## config.mk

```make
export PLATFORM = sky130hd
export DESIGN_NAME = lhkce_core
export DESIGN_NICKNAME = d
export VERILOG_FILES = /design/src/inc/lhkce_pkg.sv /design/src/rtl/lhkce_core.sv /design/src/rtl/lhkce_sync.sv
export VERILOG_INCLUDE_DIRS = /design/src /design/src/inc
export SDC_FILE = /design/constraint.sdc
export NUM_CORES = 1
export LEC_CHECK = 0
export ABC_AREA = 1
export BUFFER_PORTS_ARGS = -buffer_cell sky130_fd_sc_hd__clkbuf_2
export CAP_MARGIN = 25
export CORE_MARGIN = 4
export CORE_UTILIZATION = 68
export CTS_BUF_LIST = sky130_fd_sc_hd__clkbuf_8
export CTS_CLUSTER_DIAMETER = 50
export DETAILED_ROUTE_END_ITERATION = 10
export GPL_TIMING_DRIVEN = 0
export PLACE_DENSITY = 0.91
export REMOVE_ABC_BUFFERS = 1
export SLEW_MARGIN = 10
export SYNTH_ARGS = -nofsm -noshare
export SYNTH_HDL_FRONTEND = slang
export SYNTH_SLANG_ARGS = --single-unit
```

## constraint.sdc

```tcl
create_clock -name clk -period 5.08 [get_ports clk]
set_input_delay 1.016 -clock clk [delete_from_list [all_inputs] [get_ports clk]]
set_output_delay 1.016 -clock clk [all_outputs]
set_load 0.005 [all_outputs]
```

## src/inc/lhkce_cfg.svh

```systemverilog
// timing, code and encoding constants of the limp-home key code entry block
`ifndef LHKCE_CFG_SVH
`define LHKCE_CFG_SVH

// clock rate and timer tick
`define LHKCE_CLK_KHZ 40000
`define LHKCE_TICK_MS 1
`define LHKCE_TICK_CYC (`LHKCE_CLK_KHZ * `LHKCE_TICK_MS)

// times in milliseconds
`define LHKCE_T_ENABLE_MS 5000
`define LHKCE_T_DIGIT_MS 3000
`define LHKCE_T_ABORT_MS 10000
`define LHKCE_T_UNLOCK_MS 30000
`define LHKCE_T_RELOCK_MS 8000
`define LHKCE_T_LOCKOUT_MS 3600000

// counter and password widths
`define LHKCE_TW 22
`define LHKCE_PW 16

// password entry
`define LHKCE_DIGITS 4
`define LHKCE_DIG_W 4
`define LHKCE_ZERO_CYC 4'ha
`define LHKCE_CYC_MAX 4'hf
`define LHKCE_DATA_TRIES 2'h3

// fault sources
`define LHKCE_NFLT 6
`define LHKCE_FLT_TRY 5

// diagnostic codes, transponder-antenna variant
`define LHKCE_DTC_BCM_COMM 16'h1610
`define LHKCE_DTC_ANTENNA 16'h1800
`define LHKCE_DTC_BAD_REQ 16'h1803
`define LHKCE_DTC_XPDR 16'h1801
`define LHKCE_DTC_EEPROM 16'h1801
`define LHKCE_DTC_NO_DATA 16'h1805

// diagnostic codes, stand-alone variant
`define LHKCE_DTC_UNTAUGHT 16'h0001
`define LHKCE_DTC_READ 16'h0002
`define LHKCE_DTC_SID 16'h0003
`define LHKCE_DTC_ANT_OPEN 16'h0004
`define LHKCE_DTC_BODY_INT 16'h0005
`define LHKCE_DTC_NO_ECU 16'h0006

`endif

```

## src/inc/lhkce_pkg.sv

```systemverilog
// types of the limp-home key code entry block
package lhkce_pkg;

  typedef enum logic [1:0] {
    LH_IDLE = 2'b01,
    LH_ENTRY = 2'b10
  } lhkce_lh_st_e;

  typedef enum logic [2:0] {
    NT_IDLE = 3'b001,
    NT_REQ = 3'b010,
    NT_NEUTRAL = 3'b100
  } lhkce_nt_st_e;

  typedef enum logic [1:0] {
    FT_CIRCUIT = 2'h0,
    FT_RANGE = 2'h1,
    FT_LOW = 2'h2,
    FT_HIGH = 2'h3
  } lhkce_ftype_e;

endpackage : lhkce_pkg

```

## src/rtl/lhkce_core.sv

```systemverilog
// limp-home key code entry, unlock window, neutral state and fault codes
`timescale 1ns/1ps
`default_nettype none
`include "lhkce_cfg.svh"

// Overview of operation
// entry is enabled once ignition has stayed on beyond five seconds
// ignition on beyond five seconds mid-sequence restarts entry, clearing timers
// ignition off beyond three seconds closes the digit from counted cycles
// ignition off beyond ten seconds clears timers and leaves limp-home
// ten on/off cycles encode the digit zero
// one to nine cycles since the last digit boundary give that digit
// unlock for thirty seconds only if unit, password learnt and match
// antenna variant refuses starting once the unlock window expires
// each newly entered password restarts the thirty second unlock timer
// stand-alone variant still permits starting after the window
// after ignition off, lock when eight seconds elapsed; password needed again
// stand-alone variant locks at once on ignition off
// every fault carries one of four types
// antenna variant reports body reply, antenna, bad request under three codes
// transponder fault one code; no data after three attempts another
// stand-alone reports untaught, read error, bad identifier as 01 02 03
// stand-alone reports open antenna, body internal, no engine unit 04 05 06
// neutralising requests tester data after ignition on with valid key
// neutral stays locked and rejects limp-home and twice-ignition-on start
// neutral unit accepts key teaching like a factory-fresh unit
// the password is four decimal digits, zero to nine each
// wrong password blocks limp-home one hour; power loss restarts the hour
module lhkce_core #(
  parameter int TICK_CYC = `LHKCE_TICK_CYC,
  parameter int ENABLE_TK = `LHKCE_T_ENABLE_MS / `LHKCE_TICK_MS,
  parameter int DIGIT_TK = `LHKCE_T_DIGIT_MS / `LHKCE_TICK_MS,
  parameter int ABORT_TK = `LHKCE_T_ABORT_MS / `LHKCE_TICK_MS,
  parameter int UNLOCK_TK = `LHKCE_T_UNLOCK_MS / `LHKCE_TICK_MS,
  parameter int RELOCK_TK = `LHKCE_T_RELOCK_MS / `LHKCE_TICK_MS,
  parameter int LOCKOUT_TK = `LHKCE_T_LOCKOUT_MS / `LHKCE_TICK_MS
) (
  // clocking
  input wire logic clk,
  input wire logic srst,
  input wire logic ce,
  // pins
  input wire logic ign_on,
  input wire logic variant_sa,
  // unit state
  input wire logic ecu_learnt,
  input wire logic ecu_virgin,
  input wire logic pwd_learnt,
  input wire logic [`LHKCE_PW-1:0] stored_pwd,
  input wire logic nv_lockout,
  // neutralising
  input wire logic key_valid,
  input wire logic neut_cmd,
  input wire logic nd_valid,
  input wire logic nd_ok,
  input wire logic teach_done,
  input wire logic twice_on_req,
  // faults
  input wire logic [`LHKCE_NFLT-1:0] flt_ev,
  input wire logic [1:0] flt_type,
  input wire logic data_try_fail,
  input wire logic data_try_ok,
  // status
  output logic entry_active,
  output logic start_ok,
  output logic unlock_active,
  output logic lockout_active,
  output logic nd_req,
  output logic neutral,
  output logic teach_virgin_ok,
  output logic twice_on_ok,
  // diagnostic code report
  output logic dtc_stb,
  output logic [15:0] dtc_code,
  output logic [1:0] dtc_type
);

  localparam int TW = `LHKCE_TW;
  localparam int DW = `LHKCE_DIG_W;
  localparam logic [TW-1:0] ENABLE_L = TW'(ENABLE_TK - 1);
  localparam logic [TW-1:0] DIGIT_L = TW'(DIGIT_TK - 1);
  localparam logic [TW-1:0] ABORT_L = TW'(ABORT_TK - 1);
  localparam logic [TW-1:0] UNLOCK_L = TW'(UNLOCK_TK - 1);
  localparam logic [TW-1:0] RELOCK_L = TW'(RELOCK_TK - 1);
  localparam logic [TW-1:0] LOCKOUT_L = TW'(LOCKOUT_TK - 1);
  localparam logic [TW-1:0] TMAX = '1;
  localparam logic [1:0] LAST_DIG = 2'(`LHKCE_DIGITS - 1);

  logic [1:0] pin_s;
  logic ign_s;
  logic sa_s;
  logic ign_q_ff;
  logic ign_rise;
  logic ign_fall;
  logic [31:0] pre_ff;
  logic tick;
  logic [TW-1:0] on_tk_ff;
  logic [TW-1:0] off_tk_ff;
  logic on_hit;
  logic dig_hit;
  logic abort_hit;
  logic relock_hit;
  lhkce_pkg::lhkce_lh_st_e lh_st_ff;
  lhkce_pkg::lhkce_nt_st_e nt_st_ff;
  logic [DW-1:0] cyc_ff;
  logic [1:0] dig_idx_ff;
  logic [`LHKCE_PW-1:0] pwd_ff;
  logic bad_ff;
  logic [DW-1:0] dig_val;
  logic [`LHKCE_PW-1:0] nxt_pwd;
  logic in_progress;
  logic pwd_done;
  logic pwd_match;
  logic unlock_ff;
  logic unl_exp_ff;
  logic [TW-1:0] unl_tk_ff;
  logic lo_ff;
  logic [TW-1:0] lo_tk_ff;
  logic init_ff;
  logic start_ok_ff;
  logic [1:0] tries_ff;
  logic try_exhaust;
  logic [`LHKCE_NFLT-1:0] flt_src;
  logic [`LHKCE_NFLT-1:0] pend_ff;
  logic [1:0] ptype_ff [`LHKCE_NFLT];
  logic [`LHKCE_NFLT-1:0] pick;
  logic [15:0] pick_code;
  logic [1:0] pick_type;
  logic dtc_stb_ff;
  logic [15:0] dtc_code_ff;
  logic [1:0] dtc_type_ff;

  lhkce_sync #(.W(2)) u_sync (
    .clk(clk),
    .srst(srst),
    .ce(ce),
    .d({variant_sa, ign_on}),
    .q(pin_s)
  );

  assign ign_s = pin_s[0];
  assign sa_s = pin_s[1];
  assign ign_rise = ign_s & ~ign_q_ff;
  assign ign_fall = ~ign_s & ign_q_ff;

  // timer tick prescaler
  always_ff @(posedge clk) begin
    if (srst) begin
      pre_ff <= '0;
    end else if (ce) begin
      pre_ff <= (pre_ff == 32'(TICK_CYC - 1)) ? '0 : pre_ff + 32'h1;
    end
  end

  assign tick = (pre_ff == 32'(TICK_CYC - 1));

  // ignition on and off timers
  always_ff @(posedge clk) begin
    if (srst) begin
      ign_q_ff <= 1'b0;
      on_tk_ff <= '0;
      off_tk_ff <= '0;
    end else if (ce) begin
      ign_q_ff <= ign_s;
      if (ign_rise) begin
        on_tk_ff <= '0;
      end else if (ign_s && tick && on_tk_ff != TMAX) begin
        on_tk_ff <= on_tk_ff + TW'(1);
      end
      if (ign_fall) begin
        off_tk_ff <= '0;
      end else if (!ign_s && tick && off_tk_ff != TMAX) begin
        off_tk_ff <= off_tk_ff + TW'(1);
      end
    end
  end

  assign on_hit = ign_s & ign_q_ff & tick & (on_tk_ff == ENABLE_L);
  assign dig_hit = ~ign_s & ~ign_q_ff & tick & (off_tk_ff == DIGIT_L);
  assign abort_hit = ~ign_s & ~ign_q_ff & tick & (off_tk_ff == ABORT_L);
  assign relock_hit = ~ign_s & ~ign_q_ff & tick & (off_tk_ff == RELOCK_L);

  // digit decoding
  assign dig_val = (cyc_ff == `LHKCE_ZERO_CYC) ? '0 : cyc_ff;
  assign nxt_pwd = {pwd_ff[`LHKCE_PW-DW-1:0], dig_val};
  assign in_progress = (cyc_ff != '0) || (dig_idx_ff != 2'h0);
  assign pwd_done = (lh_st_ff == lhkce_pkg::LH_ENTRY) && dig_hit && (cyc_ff != '0)
                    && (dig_idx_ff == LAST_DIG) && !abort_hit;
  assign pwd_match = !bad_ff && (cyc_ff <= `LHKCE_ZERO_CYC) && (nxt_pwd == stored_pwd);

  // code entry sequence
  always_ff @(posedge clk) begin
    if (srst) begin
      lh_st_ff <= lhkce_pkg::LH_IDLE;
      cyc_ff <= '0;
      dig_idx_ff <= 2'h0;
      pwd_ff <= '0;
      bad_ff <= 1'b0;
    end else if (ce) begin
      unique case (lh_st_ff)
        lhkce_pkg::LH_IDLE: begin
          if (on_hit && !neutral && !lo_ff) begin
            lh_st_ff <= lhkce_pkg::LH_ENTRY;
            cyc_ff <= '0;
            dig_idx_ff <= 2'h0;
            pwd_ff <= '0;
            bad_ff <= 1'b0;
          end
        end
        lhkce_pkg::LH_ENTRY: begin
          if (abort_hit || neutral) begin
            lh_st_ff <= lhkce_pkg::LH_IDLE;
            cyc_ff <= '0;
            dig_idx_ff <= 2'h0;
            bad_ff <= 1'b0;
          end else if (on_hit && in_progress) begin
            cyc_ff <= '0;
            dig_idx_ff <= 2'h0;
            pwd_ff <= '0;
            bad_ff <= 1'b0;
          end else if (ign_fall) begin
            if (cyc_ff != `LHKCE_CYC_MAX) begin
              cyc_ff <= cyc_ff + DW'(1);
            end
          end else if (dig_hit && cyc_ff != '0) begin
            pwd_ff <= nxt_pwd;
            bad_ff <= bad_ff | (cyc_ff > `LHKCE_ZERO_CYC);
            cyc_ff <= '0;
            dig_idx_ff <= dig_idx_ff + 2'h1;
            if (dig_idx_ff == LAST_DIG) begin
              lh_st_ff <= lhkce_pkg::LH_IDLE;
            end
          end
        end
      endcase
    end
  end

  // unlock window and relock
  always_ff @(posedge clk) begin
    if (srst) begin
      unlock_ff <= 1'b0;
      unl_exp_ff <= 1'b0;
      unl_tk_ff <= '0;
    end else if (ce) begin
      if (pwd_done && pwd_match && ecu_learnt && pwd_learnt && !neutral) begin
        unlock_ff <= 1'b1;
        unl_exp_ff <= 1'b0;
        unl_tk_ff <= '0;
      end else if (neutral || abort_hit) begin
        unlock_ff <= 1'b0;
      end else if (sa_s ? ign_fall : relock_hit) begin
        unlock_ff <= 1'b0;
      end else if (unlock_ff && tick && !unl_exp_ff) begin
        unl_tk_ff <= unl_tk_ff + TW'(1);
        if (unl_tk_ff == UNLOCK_L) begin
          unl_exp_ff <= 1'b1;
        end
      end
    end
  end

  // start permit
  always_ff @(posedge clk) begin
    if (srst) begin
      start_ok_ff <= 1'b0;
    end else if (ce) begin
      start_ok_ff <= unlock_ff && (!unl_exp_ff || sa_s) && !neutral;
    end
  end

  // one-hour refusal after a wrong password
  always_ff @(posedge clk) begin
    if (srst) begin
      lo_ff <= 1'b0;
      lo_tk_ff <= '0;
      init_ff <= 1'b1;
    end else if (ce) begin
      init_ff <= 1'b0;
      if ((init_ff && nv_lockout) || (pwd_done && pwd_learnt && !pwd_match)) begin
        lo_ff <= 1'b1;
        lo_tk_ff <= '0;
      end else if (lo_ff && tick) begin
        lo_tk_ff <= lo_tk_ff + TW'(1);
        if (lo_tk_ff == LOCKOUT_L) begin
          lo_ff <= 1'b0;
        end
      end
    end
  end

  // neutralising
  always_ff @(posedge clk) begin
    if (srst) begin
      nt_st_ff <= lhkce_pkg::NT_IDLE;
    end else if (ce) begin
      unique case (nt_st_ff)
        lhkce_pkg::NT_IDLE: begin
          if (ign_rise && key_valid && neut_cmd) begin
            nt_st_ff <= lhkce_pkg::NT_REQ;
          end
        end
        lhkce_pkg::NT_REQ: begin
          if (!ign_s) begin
            nt_st_ff <= lhkce_pkg::NT_IDLE;
          end else if (nd_valid) begin
            nt_st_ff <= nd_ok ? lhkce_pkg::NT_NEUTRAL : lhkce_pkg::NT_IDLE;
          end
        end
        lhkce_pkg::NT_NEUTRAL: begin
          if (teach_done) begin
            nt_st_ff <= lhkce_pkg::NT_IDLE;
          end
        end
      endcase
    end
  end

  assign neutral = (nt_st_ff == lhkce_pkg::NT_NEUTRAL);
  assign nd_req = (nt_st_ff == lhkce_pkg::NT_REQ);
  assign teach_virgin_ok = ecu_virgin | neutral;
  assign twice_on_ok = twice_on_req & ~neutral;

  // data attempt counter
  always_ff @(posedge clk) begin
    if (srst) begin
      tries_ff <= 2'h0;
    end else if (ce) begin
      if (data_try_ok || try_exhaust) begin
        tries_ff <= 2'h0;
      end else if (data_try_fail) begin
        tries_ff <= tries_ff + 2'h1;
      end
    end
  end

  assign try_exhaust = data_try_fail && (tries_ff == `LHKCE_DATA_TRIES - 2'h1);
  assign flt_src = flt_ev | (`LHKCE_NFLT'(try_exhaust & ~sa_s) << `LHKCE_FLT_TRY);

  // pending fault per source, raise wins over report
  for (genvar i = 0; i < `LHKCE_NFLT; i++) begin : g_flt
    always_ff @(posedge clk) begin
      if (srst) begin
        pend_ff[i] <= 1'b0;
        ptype_ff[i] <= 2'h0;
      end else if (ce) begin
        if (flt_src[i]) begin
          pend_ff[i] <= 1'b1;
          ptype_ff[i] <= flt_type;
        end else if (pick[i]) begin
          pend_ff[i] <= 1'b0;
        end
      end
    end
  end

  // lowest pending source is reported first
  always_comb begin
    pick = '0;
    pick_type = 2'h0;
    pick_code = 16'h0000;
    for (int i = `LHKCE_NFLT - 1; i >= 0; i--) begin
      if (pend_ff[i]) begin
        pick = `LHKCE_NFLT'(1) << i;
        pick_type = ptype_ff[i];
        unique case (i)
          0: pick_code = sa_s ? `LHKCE_DTC_UNTAUGHT : `LHKCE_DTC_BCM_COMM;
          1: pick_code = sa_s ? `LHKCE_DTC_READ : `LHKCE_DTC_ANTENNA;
          2: pick_code = sa_s ? `LHKCE_DTC_SID : `LHKCE_DTC_BAD_REQ;
          3: pick_code = sa_s ? `LHKCE_DTC_ANT_OPEN : `LHKCE_DTC_XPDR;
          4: pick_code = sa_s ? `LHKCE_DTC_BODY_INT : `LHKCE_DTC_EEPROM;
          default: pick_code = sa_s ? `LHKCE_DTC_NO_ECU : `LHKCE_DTC_NO_DATA;
        endcase
      end
    end
  end

  // registered fault report
  always_ff @(posedge clk) begin
    if (srst) begin
      dtc_stb_ff <= 1'b0;
      dtc_code_ff <= 16'h0000;
      dtc_type_ff <= 2'h0;
    end else if (ce) begin
      dtc_stb_ff <= |pick;
      if (|pick) begin
        dtc_code_ff <= pick_code;
        dtc_type_ff <= pick_type;
      end
    end
  end

  assign entry_active = (lh_st_ff == lhkce_pkg::LH_ENTRY) && !neutral;
  assign start_ok = start_ok_ff;
  assign unlock_active = unlock_ff;
  assign lockout_active = lo_ff;
  assign dtc_stb = dtc_stb_ff;
  assign dtc_code = dtc_code_ff;
  assign dtc_type = dtc_type_ff;

endmodule : lhkce_core

`default_nettype wire

```

## src/rtl/lhkce_sync.sv

```systemverilog
// two-flop synchroniser for pin-level inputs
`timescale 1ns/1ps
`default_nettype none

module lhkce_sync #(
  parameter int W = 1
) (
  // clocking
  input wire logic clk,
  input wire logic srst,
  input wire logic ce,
  // level in and out
  input wire logic [W-1:0] d,
  output logic [W-1:0] q
);

  logic [W-1:0] meta_ff;
  logic [W-1:0] q_ff;

  always_ff @(posedge clk) begin
    if (srst) begin
      meta_ff <= '0;
      q_ff <= '0;
    end else if (ce) begin
      meta_ff <= d;
      q_ff <= meta_ff;
    end
  end

  assign q = q_ff;

endmodule : lhkce_sync

`default_nettype wire
```

After elaboration in Yosys (flattened, before gate mapping)
Memory sizes are Yosys's and may differ from the RTL's. Cells that the tools add are included.

Flip-flop bits (word level): 181. Bits in writable memories: 12. Input bits: 41. Output and inout port bits: 27. Word-level logic and storage cells: 312. Memories kept: 1.

Memory list: ptype_ff (depth 6, width 2, rd ports 6, clocked after memory_dff 0, write ports 6, line lhkce_core.sv:125) `` logic [1:0] ptype_ff [`LHKCE_NFLT]; ``.

$add $sub $neg: 8. Order comparisons: 2. Equality and inequality tests: 36. Mux-type cells: 132. Bitwise gates (word level): 25. Reductions and logical operators: 79.

Operators by type and width (count): 2-to-1 mux 22 bit (10); 2-to-1 mux 13 bit (7); adder 22 x 1 -> 22 bit, second input constant (4); 2-to-1 mux 16 bit (5); 2-to-1 mux 12 bit (5); 2-to-1 mux 1 bit (55); 2-to-1 mux 2 bit (25); == test 22 x 13 -> 1 bit, second input constant (2); inequality test 22 bit, second input constant (2); 2-to-1 mux 6 bit (6); adder 32 x 1 -> 32 bit, second input constant (1); == test 32 x 16 -> 1 bit, second input constant (1); 2-to-1 mux 32 bit (1); logical AND 1 bit (30); 2-to-1 mux 4 bit (7); nonzero test 2 bit (14); case mux 12 bit (2 select lines) (1); AND reduction 2 bit (12); == test 22 x 12 -> 1 bit, second input constant (1); == test 22 x 14 -> 1 bit, second input constant (1); == test 22 x 15 -> 1 bit, second input constant (1); == test 22 bit, second input constant (1); inequality test 3 bit, second input constant (7); == test 16 bit (1); other kinds (31) (82).

Longest topological paths before layout
Gate-level depths: netlist of the first run.

Word-level depth: 14. Mapped depth: 17. Mapped depth without buffers: 16.

Modules after synthesis
From an unflattened synthesis of the first run, not the netlist that was laid out.

Cell total of the unflattened synthesis: 1657. Area, all modules: 10978.0 sq um.

By module, submodules not included: lhkce_core (times used 1, cells each 1631, area an instance 10802.9 sq um, seq. area each 3703.6 sq um); lhkce_sync (times used 1, cells each 26, area an instance 175.2 sq um, seq. area each 80.1 sq um).

Least setup slack after synthesis of the first run
No wires, ideal clock.

Kind: in2reg. Start point: input ce. End point: register pre_ff[30]. Library setup time: 0.119 ns. Arrival time: 2.272 ns. Data required time: 4.961 ns. Path slack: 2.689 ns. Stages on the path: 13. Buffers on the path: 0. Path through: nand3_1 > nor2_1 > nand2_1 > inv_1 > nand4_1 > nor2_1 > nand3_1 > inv_1 > nand3_1 > inv_1 > nand2_1 > o21ai_0 > a21oi_1.

RTL lines: from (decl) (line lhkce_core.sv:41) `input wire logic ce,`; to (signal assigned) (line lhkce_core.sv:151) `pre_ff <= (pre_ff == 32'(TICK_CYC - 1)) ? '0 : pre_ff + 32'h1;`; to (decl) (line lhkce_core.sv:95) `logic [31:0] pre_ff;`.

Final worst setup path of the first run
Start point: input ce. End point: register on_tk_ff[21].

Word-level cells in the longest chain between the ends: 1.

Ends and longest elaborated chain: AND reduction 2 bit (no source line); to (signal assigned) (line lhkce_core.sv:168) `on_tk_ff <= on_tk_ff + TW'(1);`; to (decl) (line lhkce_core.sv:97) `logic [TW-1:0] on_tk_ff;`.

Every way passes these cells. A chain may end at the register's enable or synchronous reset.

==> out/results.txt, run 1 <==
reg-to-reg endpoint -> unl_tk_ff[20]$_SDFFE_PP0P_
unrepaired setup endpoints after global routing -> false
nets -> 1681
DP HPWL -> 18410 um
clk root buf -> clkbuf_8
Placer Congestion -> 0.9590
TritonCTS clock tree -> done
most common cell after layout, fill and taps aside -> nand2_1
grt total ovfl -> 0
fraction of layout cells with a size suffix above 1 -> 8.465%
setup TNS -> 0 ps
Seq pwr share -> 56.4%
switch share -> 25.70%
area grow syn2layout -> 6.107%
Wirelength per Cell -> 13.73 um
Antenna Diode Count -> 0
fin crit period -> 3824 ps
largest net degree at the start of global routing -> 64
EDFF count, synth -> 12
I/O pin total -> 68
Yosys warning count -> 0
number of global-route vias before repair -> 9535
Vias/cell -> 5.773
Synth cell types -> 53
Fin. Hold Viols -> 0
most frequent cells in the layout -> nand2_1 (339), nor2_1 (219), inv_1 (187), dfxtp_1 (171), nand3_1 (137)
P_sw -> 681.7 uW
clock slew at reported path FFs -> 90 ps
worst vdd ir -> 174.9 uV
mean area per synthesized cell -> 6.607 um2
R2R cell count -> 15
Final Skew -> 12.50 ps
slew margin rel. -> 36.58%
Synth Instances -> 1594
hold_sp -> init_ff$_SDFFE_PP1P_
Pwr Density -> 237.3 nW/um2
CP Launch Type -> primary input
first-pass GRT wire length -> 42780 um
CP arrival -> 4240 ps
final setup violation count -> 0
Non-Filler Instances -> 1830
# rows -> 45
Post-CTS Setup Inserts -> 0
hold path endpoint -> init_ff$_SDFFE_PP1P_
clk_lat worst skew -> 480 ps
f_max -> 261.5 MHz
GRT Resource Usage Total -> 28.68%
CP max FO -> 31
worst slew pin tran -> 945.5 ps
power share of the clock group -> 36.8%
Post-CTS Resized -> 0
die width -> 132.4 um
antenna violations before repair -> 0
Starting Density -> 69.28%
worst r2r src -> cyc_ff[0]$_SDFFE_PP0P_
IO Port Bufs -> 59
CORE AREA -> 15200 um2
FF-to-FF setup slack -> 2240 ps
die extent in y -> 132.4 um
fin crit share -> 75.27%
Final Max Tran Viols -> 0
P_leak -> 0.004180 uW
P_int -> 1971 uW
post-synthesis sequential area ratio -> 35.93%
Synth async-reset ratio -> 0%
Worst Path Required -> 5490 ps
Placed Cells -> 1798
initial DRC count -> 1040
detailed-route DRC error count -> 0
Routed Antenna Nets -> 0
deepest clock path buffer count -> 2
DIE AREA -> 17540 um2
Synth Flop Type -> dfxtp_1
Gate power share -> 6.8%
# Max-Cap Violations -> 0
Hold-fix buffers, CTS -> 0
first-pass iteration count of the detailed router -> 7
clock sink count -> 183
final wirelength -> 25130 um
CP Class -> in -> reg
H-Tree Level Count -> 4
CP Capture Type -> flip-flop
Post-Syn Area -> 10530 um2
Yosys reg bits -> 183
worst hold path class -> reg -> reg
Num CTS Buffers -> 17
via count -> 10570
status -> complete, no violations
Hold Crit Depth -> 2
==> worst max path at each step <==
stage | from | endpoint | slack [ps] | cells past startpoint
final | ce | on_tk_ff[21]$_SDFFE_PP0P_ | 1260 | 9
after CTS | ce | on_tk_ff[21]$_SDFFE_PP0P_ | 1320 | 9
after detailed placement | ce | off_tk_ff[12]$_SDFFE_PP0P_ | 830 | 6
after floorplan | stored_pwd[10] | unl_tk_ff[8]$_SDFFE_PP0P_ | 2520 | 12
after global placement | srst | off_tk_ff[12]$_SDFFE_PP0P_ | 550 | 6
after global routing | ce | on_tk_ff[21]$_SDFFE_PP0P_ | 1040 | 9
==> worst max-delay path, stage by stage <==
cell and delay (ps):
clkbuf_2 550, clkinv_1 970, nor2_2 560, nand3_1 170, nand2_2 330, nand3_1 200, o21ai_0 230, nand2_1 90
nor2_1 90
==> power groups by stage <==
stage                     logic, uW  registers [uW]  clock network, uW
after floorplan                 104            1520                  0
after global placement          171            1530                  0
after detailed placement        179            1530                  0
after CTS                       180            1490                985
after global routing            205            1500               1050
final                           181            1500                976
==> area by class of cell <==
type | instances | area, um2
multi-input combinational | 1167 | 5693
clock inverter | 15 | 152.6
tap | 188 | 235.2
clock buffer | 17 | 234.0
timing repair buffer | 60 | 325.3
fill | 1257 | 4028
sequential | 183 | 3784
inverter | 200 | 750.7
==> stage by stage <==
step | util, % | hold WS (ps) | power [uW] | setup WS (ps) | cell area (um2)
after floorplan | - | 418.7 | 1628 | 2520 | 10230
after global placement | 70.77 | 429.5 | 1699 | 553.4 | 10760
after detailed placement | 70.96 | 438.4 | 1708 | 830.3 | 10790
after CTS | 73.51 | 459.0 | 2661 | 1322 | 11170
after global routing | 73.51 | 481.3 | 2757 | 1044 | 11170
final | 73.51 | 456.8 | 2652 | 1256 | 11170
==> registers in the layout, summed over array words and instances (netlist names), 3 cells and up <==
name,cells
cyc_ff,4
lo_tk_ff,22
pwd_ff,12
unl_tk_ff,22
nt_st_ff,3
ptype_ff,12
on_tk_ff,22
off_tk_ff,22
pre_ff,32
pend_ff,6
dtc_code,6
==> kinds of logic (layout without fill, tap and decap cells) <==
| group | after synthesis | after routing | share of synthesized area, % |
|---|---|---|---|
| AO/OA/AOI/OAI | 244 | 244 | 12.40 |
| XOR/XNOR | 30 | 30 | 2.495 |
| adder cells (fa/ha/maj) | 11 | 11 | 1.307 |
| buffers and inverters | 251 | 292 | 10.26 |
| flip-flops | 183 | 183 | 35.93 |
| other | 1 | 8 | 0.03561 |
| AND/OR/NAND/NOR | 874 | 874 | 37.57 |
==> cells in the mapped netlist (all sizes together) (6+ instances only) <==
master  number  area [um2]
a211oi       7       52.55
a21oi      133       669.4
a31oi        9       56.30
buf         29       246.5
clkbuf      22       83.83
dfxtp      171        3423
edfxtp      12       360.4
ha          11       137.6
inv        198       743.2
nand2      352        1374
nand3      141       733.2
nand4       57       362.8
nor2       228       912.1
nor3        58       315.3
nor3b        6       45.04
nor4        18       118.9
o21a         7       52.55
o21ai       76       380.4
xnor2       11       96.34
xor2        19       166.4
==> routing by layer <==
layer  part of all wire [%]  GRT usage, %
met5                      0             0
met2                     47         47.73
met4                    1.9         10.33
met1                     45         37.67
met3                    6.5         4.981
Note: power is estimated with default switching activity, not from simulation.
==> inputs of run 2 (changes only) <==
--- a/config.mk
+++ b/config.mk
@@ -10,12 +10,12 @@
 export BUFFER_PORTS_ARGS = -buffer_cell sky130_fd_sc_hd__clkbuf_2
 export CAP_MARGIN = 25
 export CORE_MARGIN = 4
-export CORE_UTILIZATION = 68
+export CORE_UTILIZATION = 57
 export CTS_BUF_LIST = sky130_fd_sc_hd__clkbuf_8
 export CTS_CLUSTER_DIAMETER = 50
 export DETAILED_ROUTE_END_ITERATION = 10
 export GPL_TIMING_DRIVEN = 0
-export PLACE_DENSITY = 0.91
+export PLACE_DENSITY = 0.82
 export REMOVE_ABC_BUFFERS = 1
 export SLEW_MARGIN = 10
 export SYNTH_ARGS = -nofsm -noshare
==> constraint.sdc (replaced) <==
create_clock -name clk -period 3.15 [get_ports clk]
set_input_delay 0.63 -clock clk [delete_from_list [all_inputs] [get_ports clk]]
set_output_delay 0.63 -clock clk [all_outputs]
set_load 0.005 [all_outputs]
==> run 2 against run 1 <==
Compared with the run above:
- cell count is 2.2% higher
- clock power grew 62%
- critical path depth decreased by 3
==> out/results.txt, run 2 (synthesis gave the netlist of run 1 again) <==
max reg flops -> 32 (unchanged)
grt total ovfl -> 0 (unchanged)
# Max-Cap Violations -> 0 (unchanged)
H-Tree Level Count -> 4 (unchanged)
Fin. Hold Viols -> 0 (unchanged)
I/O pin total -> 68 (unchanged)
slowest CP cell -> o21ai_1
Final Max Tran Viols -> 0 (unchanged)
die extent in y -> 143.9 um (+8.7%)
clock slew at reported path FFs -> 100 ps (about the same)
Non-Filler Instances -> 1871 (+2.2%)
Post-CTS Setup Inserts -> 0 (unchanged)
Crit path max-delay family -> buffers and inverters
first-pass GRT wire length -> 41970 um (-1.9%)
Antenna Diode Count -> 0 (unchanged)
Buf/Inv on CP -> 3 (+1)
Final Skew -> 13.40 ps (+0.9019 ps)
unrepaired setup endpoints after global routing -> false
# rows -> 49 (+8.9%)
P_leak -> 0.004196 uW (+0.38%)
CP Launch Point -> ce
CP max FO -> 31 (unchanged)
TritonCTS clock tree -> done
deepest clock path buffer count -> 2 (unchanged)
worst hold path class -> in -> reg
Num CTS Buffers -> 17 (unchanged)
Routed Antenna Nets -> 0 (unchanged)
area grow syn2layout -> 6.618%
hold_sp -> variant_sa
setup TNS -> 0 ps (unchanged)
initial DRC count -> 780 (-25%)
worst r2r src -> cyc_ff[0]$_SDFFE_PP0P_
most common cell after layout, fill and taps aside -> nand2_1
die width -> 143.9 um (+8.7%)
CORE AREA -> 18090 um2 (+19%)
most frequent cells in the layout -> nand2_1 (339), nor2_1 (219), inv_1 (189), dfxtp_1 (171), nand3_1 (137)
clk root buf -> clkbuf_8
CP Capture Type -> flip-flop
first-pass iteration count of the detailed router -> 5 (-2)
detailed-route DRC error count -> 0 (unchanged)
via count -> 10380 (-1.7%)
largest net degree at the start of global routing -> 64 (unchanged)
final setup violation count -> 0 (unchanged)
worst path cell trace -> clkbuf_2 -> clkinv_2 -> o21ai_1 -> inv_1 -> o21ai_0 -> a21oi_1
f_max -> 355.5 MHz
DP HPWL -> 18080 um (-1.8%)
CP Launch Type -> primary input
fin crit share -> 89.30%
nets -> 1681 (unchanged)
Top reg by flops -> pre_ff
slowest stage delay, CP -> 730 ps (-240 ps)
worst slew pin tran -> 806.4 ps (-139.0 ps)
IO Port Bufs -> 59 (unchanged)
clk_lat worst skew -> 470 ps (about the same)
antenna violations before repair -> 0 (unchanged)
post-place setup slack -> -628.6 ps (-1459 ps)
clock sink count -> 183 (unchanged)
fin crit period -> 2813 ps
DIE AREA -> 20710 um2 (+18%)
CP arrival -> 3170 ps (-1070 ps)
Pwr Density -> 381.3 nW/um2 (+61%)
worst vdd ir -> 282.9 uV (+62%)
slew margin rel. -> 45.99% (+9.4 points)
fraction of layout cells with a size suffix above 1 -> 8.465% (unchanged)
Wirelength per Cell -> 13.20 um (-3.9%)
final wirelength -> 24700 um (-1.7%)
status -> complete, no violations
WHS -> 423.8 ps (-32.97 ps)
GRT Resource Usage Total -> 24.10% (-4.6 points)
Worst Path Required -> 3500 ps (-1990 ps)
PnR worst setup slack -> 337.0 ps (-919.4 ps)
Starting Density -> 58.23% (-11 points)
number of global-route vias before repair -> 9355 (-1.9%)
Placer Congestion -> 0.9407 (-1.9%)
Vias/cell -> 5.548 (-3.9%)
CP Class -> in -> reg
Placed Cells -> 1839 (+2.3%)
==> run 2: cell count changes in the layout (fill, tap and decap cells not counted), sizes merged <==
cell and delta:
clkinv -1, clkinvlp -2, inv +3
==> run 2: final cells by class <==
class / instances / area [um2]
clock inverters: 15 / 153.9
well taps: 229 / 286.5
multi-input cells: 1167 / 5693
inverters: 200 / 752.0
clock buffers: 17 / 234.0
flip-flops and latches: 183 / 3784
fillers: 1668 / 6858
repair buffers: 60 / 325.3
==> run 2: final timing paths <==
kind                                         end  slack, ps  depth (start not counted)
setup / recovery      off_tk_ff[12]$_SDFFE_PP0P_        340                          6
hold / removal    u_sync.meta_ff[1]$_SDFFE_PP0P_        420                          3
hold reg to reg             init_ff$_SDFFE_PP1P_        460                          2
setup reg to reg       unl_tk_ff[8]$_SDFFE_PP0P_        450                         14
==> run 2: repair_timing <==
action,in CTS,in global routing
endpoints found under the setup margin,17,0
hold endpoints to repair,0,0
hold buffers,0,0
resized for setup,1,0
==> run 2: metal layers <==
layer	GRT usage, %	part of all wire [%]	vias up
met5	0	0	-
met3	4.060	6.2	42
li1	-	-	5312
met4	8.127	2.1	0
met2	39.93	46	322
met1	31.96	46	4705
==> run 2: report_power, final <==
| group | total [uW] | internal [uW] | switching (uW) |
|---|---|---|---|
| registers | 2410 | 2380 | 31.8 |
| clock network | 1580 | 709 | 872 |
| logic | 289 | 93.2 | 196 |
| total | 4280 | 3180 | 1100 |
==> run 2: worst min-delay path: stages <==
cell,delay (ps)
clkbuf_2,100
nor2_1,50
nor2_1,80
==> run 2: metrics by stage <==
stage	utilization, %	cell area (um2)	total power (uW)
after detailed placement	59.93	10840	2752
after CTS	62.08	11230	4312
after floorplan	-	10230	2625
final	62.08	11230	4281
after global routing	62.08	11230	4448
after global placement	59.76	10810	2741
==> inputs of run 3 (changes only) <==
--- a/config.mk
+++ b/config.mk
@@ -15,7 +15,7 @@
 export CTS_CLUSTER_DIAMETER = 50
 export DETAILED_ROUTE_END_ITERATION = 10
 export GPL_TIMING_DRIVEN = 0
-export PLACE_DENSITY = 0.82
+export PLACE_DENSITY = 0.79
 export REMOVE_ABC_BUFFERS = 1
 export SLEW_MARGIN = 10
 export SYNTH_ARGS = -nofsm -noshare
==> run 3 against run 2 <==
Compared with the run above:
- power is 4.7% higher
- largest cell class unchanged
- worst hold slack worse by 21 ps
- clock-buffer cell count stayed put
- clock power is 13% higher
- highest routed layer unchanged
- non-clock buffer count is 1 lower
- largest power group unchanged
==> out/results.txt, run 3 (synthesis gave the netlist of run 1 again) <==
slowest CP cell -> nand2_2
first-pass GRT wire length -> 42700 um (+1.7%)
highest metal used -> met4
unrepaired setup endpoints after global routing -> false
most common cell after layout, fill and taps aside -> nand2_1
Post-CTS Resized -> 1 (unchanged)
grt total ovfl -> 0 (unchanged)
detailed-route DRC error count -> 0 (unchanged)
WL met1 -> 11480 um (+1.3%)
fin crit period -> 2790 ps (-22.83 ps)
Top reg by flops -> pre_ff
Crit path depth -> 16 (+10)
Starting Density -> 58.23% (unchanged)
Buf/Inv on CP -> 3 (unchanged)
I/O pin total -> 68 (unchanged)
post-place setup slack -> -769.5 ps (-141.0 ps)
area grow syn2layout -> 6.890%
clock sink count -> 183 (unchanged)
WHS -> 402.3 ps (-21.49 ps)
number of global-route vias before repair -> 9408 (+0.57%)
DP HPWL -> 18430 um (+1.9%)
die extent in y -> 143.9 um (unchanged)
die width -> 143.9 um (unchanged)
# Max-Cap Violations -> 0 (unchanged)
deepest clock path buffer count -> 2 (unchanged)
slowest stage delay, CP -> 550 ps (-180 ps)
first-pass iteration count of the detailed router -> 6 (+1)
reg-to-reg endpoint -> unl_tk_ff[8]$_SDFFE_PP0P_
CP arrival -> 3180 ps (about the same)
worst path cell trace -> inv_1 -> ha_1 -> inv_1 -> o21ai_0 -> nand2_1 -> nand2_1 -> nor2_1 -> nand3_1 -> nor3_2 -> nand3_2 -> nand2_2 -> nand3_1 -> nand2_1 -> nand2_1 -> nand2_1 -> inv_1
f_max -> 358.4 MHz (+0.82%)
Post-CTS Setup Inserts -> 0 (unchanged)
Placed Cells -> 1838 (-0.054%)
H-Tree Level Count -> 4 (unchanged)
most frequent cells in the layout -> nand2_1 (339), nor2_1 (219), inv_1 (187), dfxtp_1 (171), nand3_1 (137)
PnR worst setup slack -> 359.8 ps (+22.83 ps)
CP Class -> reg -> reg
Num CTS Buffers -> 17 (unchanged)
fraction of layout cells with a size suffix above 1 -> 8.537% (+0.071 points)
CP max FO -> 38 (+23%)
IO Port Bufs -> 59 (unchanged)
worst vdd ir -> 263.7 uV (-6.8%)
Non-Filler Instances -> 1869 (-0.11%)
Fin. Hold Viols -> 0 (unchanged)
most frequent CP cell -> nand2_1
GRT Resource Usage Total -> 24.74% (+0.64 points)
Detail Route met3 WL -> 1544 um (+0.65%)
Crit path max-delay family -> simple AND/OR/NAND/NOR gates
slew margin rel. -> 43.88% (-2.1 points)
worst hold path class -> in -> reg
Final Max Tran Viols -> 0 (unchanged)
CP Launch Point -> cyc_ff[0]$_SDFFE_PP0P_
clk_lat worst skew -> 480 ps (about the same)
DIE AREA -> 20710 um2 (unchanged)
Worst Path Required -> 3540 ps (+40 ps)
final core utilization -> 62.24% (+0.16 points)
FF-to-FF setup slack -> 360 ps (-90 ps)
fin crit share -> 88.58% (-0.72 points)
Antenna Diode Count -> 0 (unchanged)
Placer Congestion -> 0.9866 (+4.9%)
Wirelength per Cell -> 13.61 um (+3.1%)
worst slew pin tran -> 837.8 ps (+31.42 ps)
via count -> 10370 (-0.096%)
status -> complete, no violations
Final Skew -> 13.56 ps (+0.1603 ps)
R2R cell count -> 16 (+2)
TritonCTS clock tree -> done
worst r2r src -> cyc_ff[0]$_SDFFE_PP0P_
final setup violation count -> 0 (unchanged)
nets -> 1680 (-0.059%)
WL met2 -> 12060 um (+6.6%)
clk root buf -> clkbuf_8
max reg flops -> 32 (unchanged)
Pwr Density -> 398.4 nW/um2 (+4.5%)
clock slew at reported path FFs -> 90 ps (about the same)
initial DRC count -> 803 (+2.9%)
final wirelength -> 25440 um (+3.0%)
antenna violations before repair -> 0 (unchanged)
CORE AREA -> 18090 um2 (unchanged)
CP Launch Type -> flip-flop
Vias/cell -> 5.549 (about the same)
Routed Antenna Nets -> 0 (unchanged)
CP endpoint -> unl_tk_ff[8]$_SDFFE_PP0P_
# rows -> 49 (unchanged)
largest net degree at the start of global routing -> 64 (unchanged)
P_leak -> 0.004201 uW (+0.11%)
CP Capture Type -> flip-flop
Hold-fix buffers, CTS -> 0 (unchanged)
[run 3: changes by cell type in the layout (fill, tap and decap cells not counted), sizes merged]
| cell | before | now |
|---|---|---|
| buf | 1 | 0 |
| inv | 204 | 201 |
| clkinv | 8 | 5 |
| clkinvlp | 1 | 3 |
| bufinv | 2 | 5 |
[run 3: metrics by stage]
| step | power [uW] | TNS [ps] | instance area [um2] |
|---|---|---|---|
| 2_1_floorplan | 2625 | 0 | 10230 |
| 3_3_place_gp | 2745 | -94400 | 10810 |
| 3_5_place_dp | 2750 | -61180 | 10810 |
| 4_1_cts | 4509 | 0 | 11260 |
| 5_1_grt | 4645 | 0 | 11260 |
| 6_report | 4484 | 0 | 11260 |
[run 3: worst reg2reg max path, cell delays in order (launching register included)]
cell	delay, ps
dfxtp_1	440
inv_1	110
ha_1	250
inv_1	60
o21ai_0	120
nand2_1	100
nand2_1	50
nor2_1	100
nand3_1	150
nor3_2	230
nand3_2	150
nand2_2	550
nand3_1	140
nand2_1	120
nand2_1	50
nand2_1	50
inv_1	30
[run 3: how the worst min path moves through the flow]
stage / to / start / slack (ps) / depth (start not counted)
final: u_sync.meta_ff[0]$_SDFFE_PP0P_ / ign_on / 400 / 3
after global routing: u_sync.meta_ff[1]$_SDFFE_PP0P_ / variant_sa / 420 / 3
after CTS: u_sync.meta_ff[0]$_SDFFE_PP0P_ / ign_on / 400 / 3
after detailed placement: init_ff$_SDFFE_PP1P_ / init_ff$_SDFFE_PP1P_ / 440 / 2
after global placement: init_ff$_SDFFE_PP1P_ / init_ff$_SDFFE_PP1P_ / 440 / 2
after floorplan: init_ff$_SDFFE_PP1P_ / init_ff$_SDFFE_PP1P_ / 420 / 2
[run 3: layout make-up]
| cell class | instances | area [um2] |
|---|---|---|
| clock inverters | 14 | 209.0 |
| multi-input cells | 1167 | 5693 |
| well taps | 229 | 286.5 |
| clock buffers | 17 | 234.0 |
| inverters | 200 | 753.2 |
| fillers | 1715 | 6829 |
| flip-flops and latches | 183 | 3784 |
| repair buffers | 59 | 297.8 |
[run 3: power breakdown]
part           internal (uW)  switching, uW  leakage [uW]
clock network            934            851      0.000219
logic                   89.9            199       0.00248
registers               2380           31.2       0.00151
[run 3: routing by layer]
layer / GRT usage (%) / vias to the layer above
li1: - / 5295
met1: 33.19 / 4752
met2: 41.25 / 294
met3: 4.393 / 30
met4: 6.591 / 0
met5: 0 / -
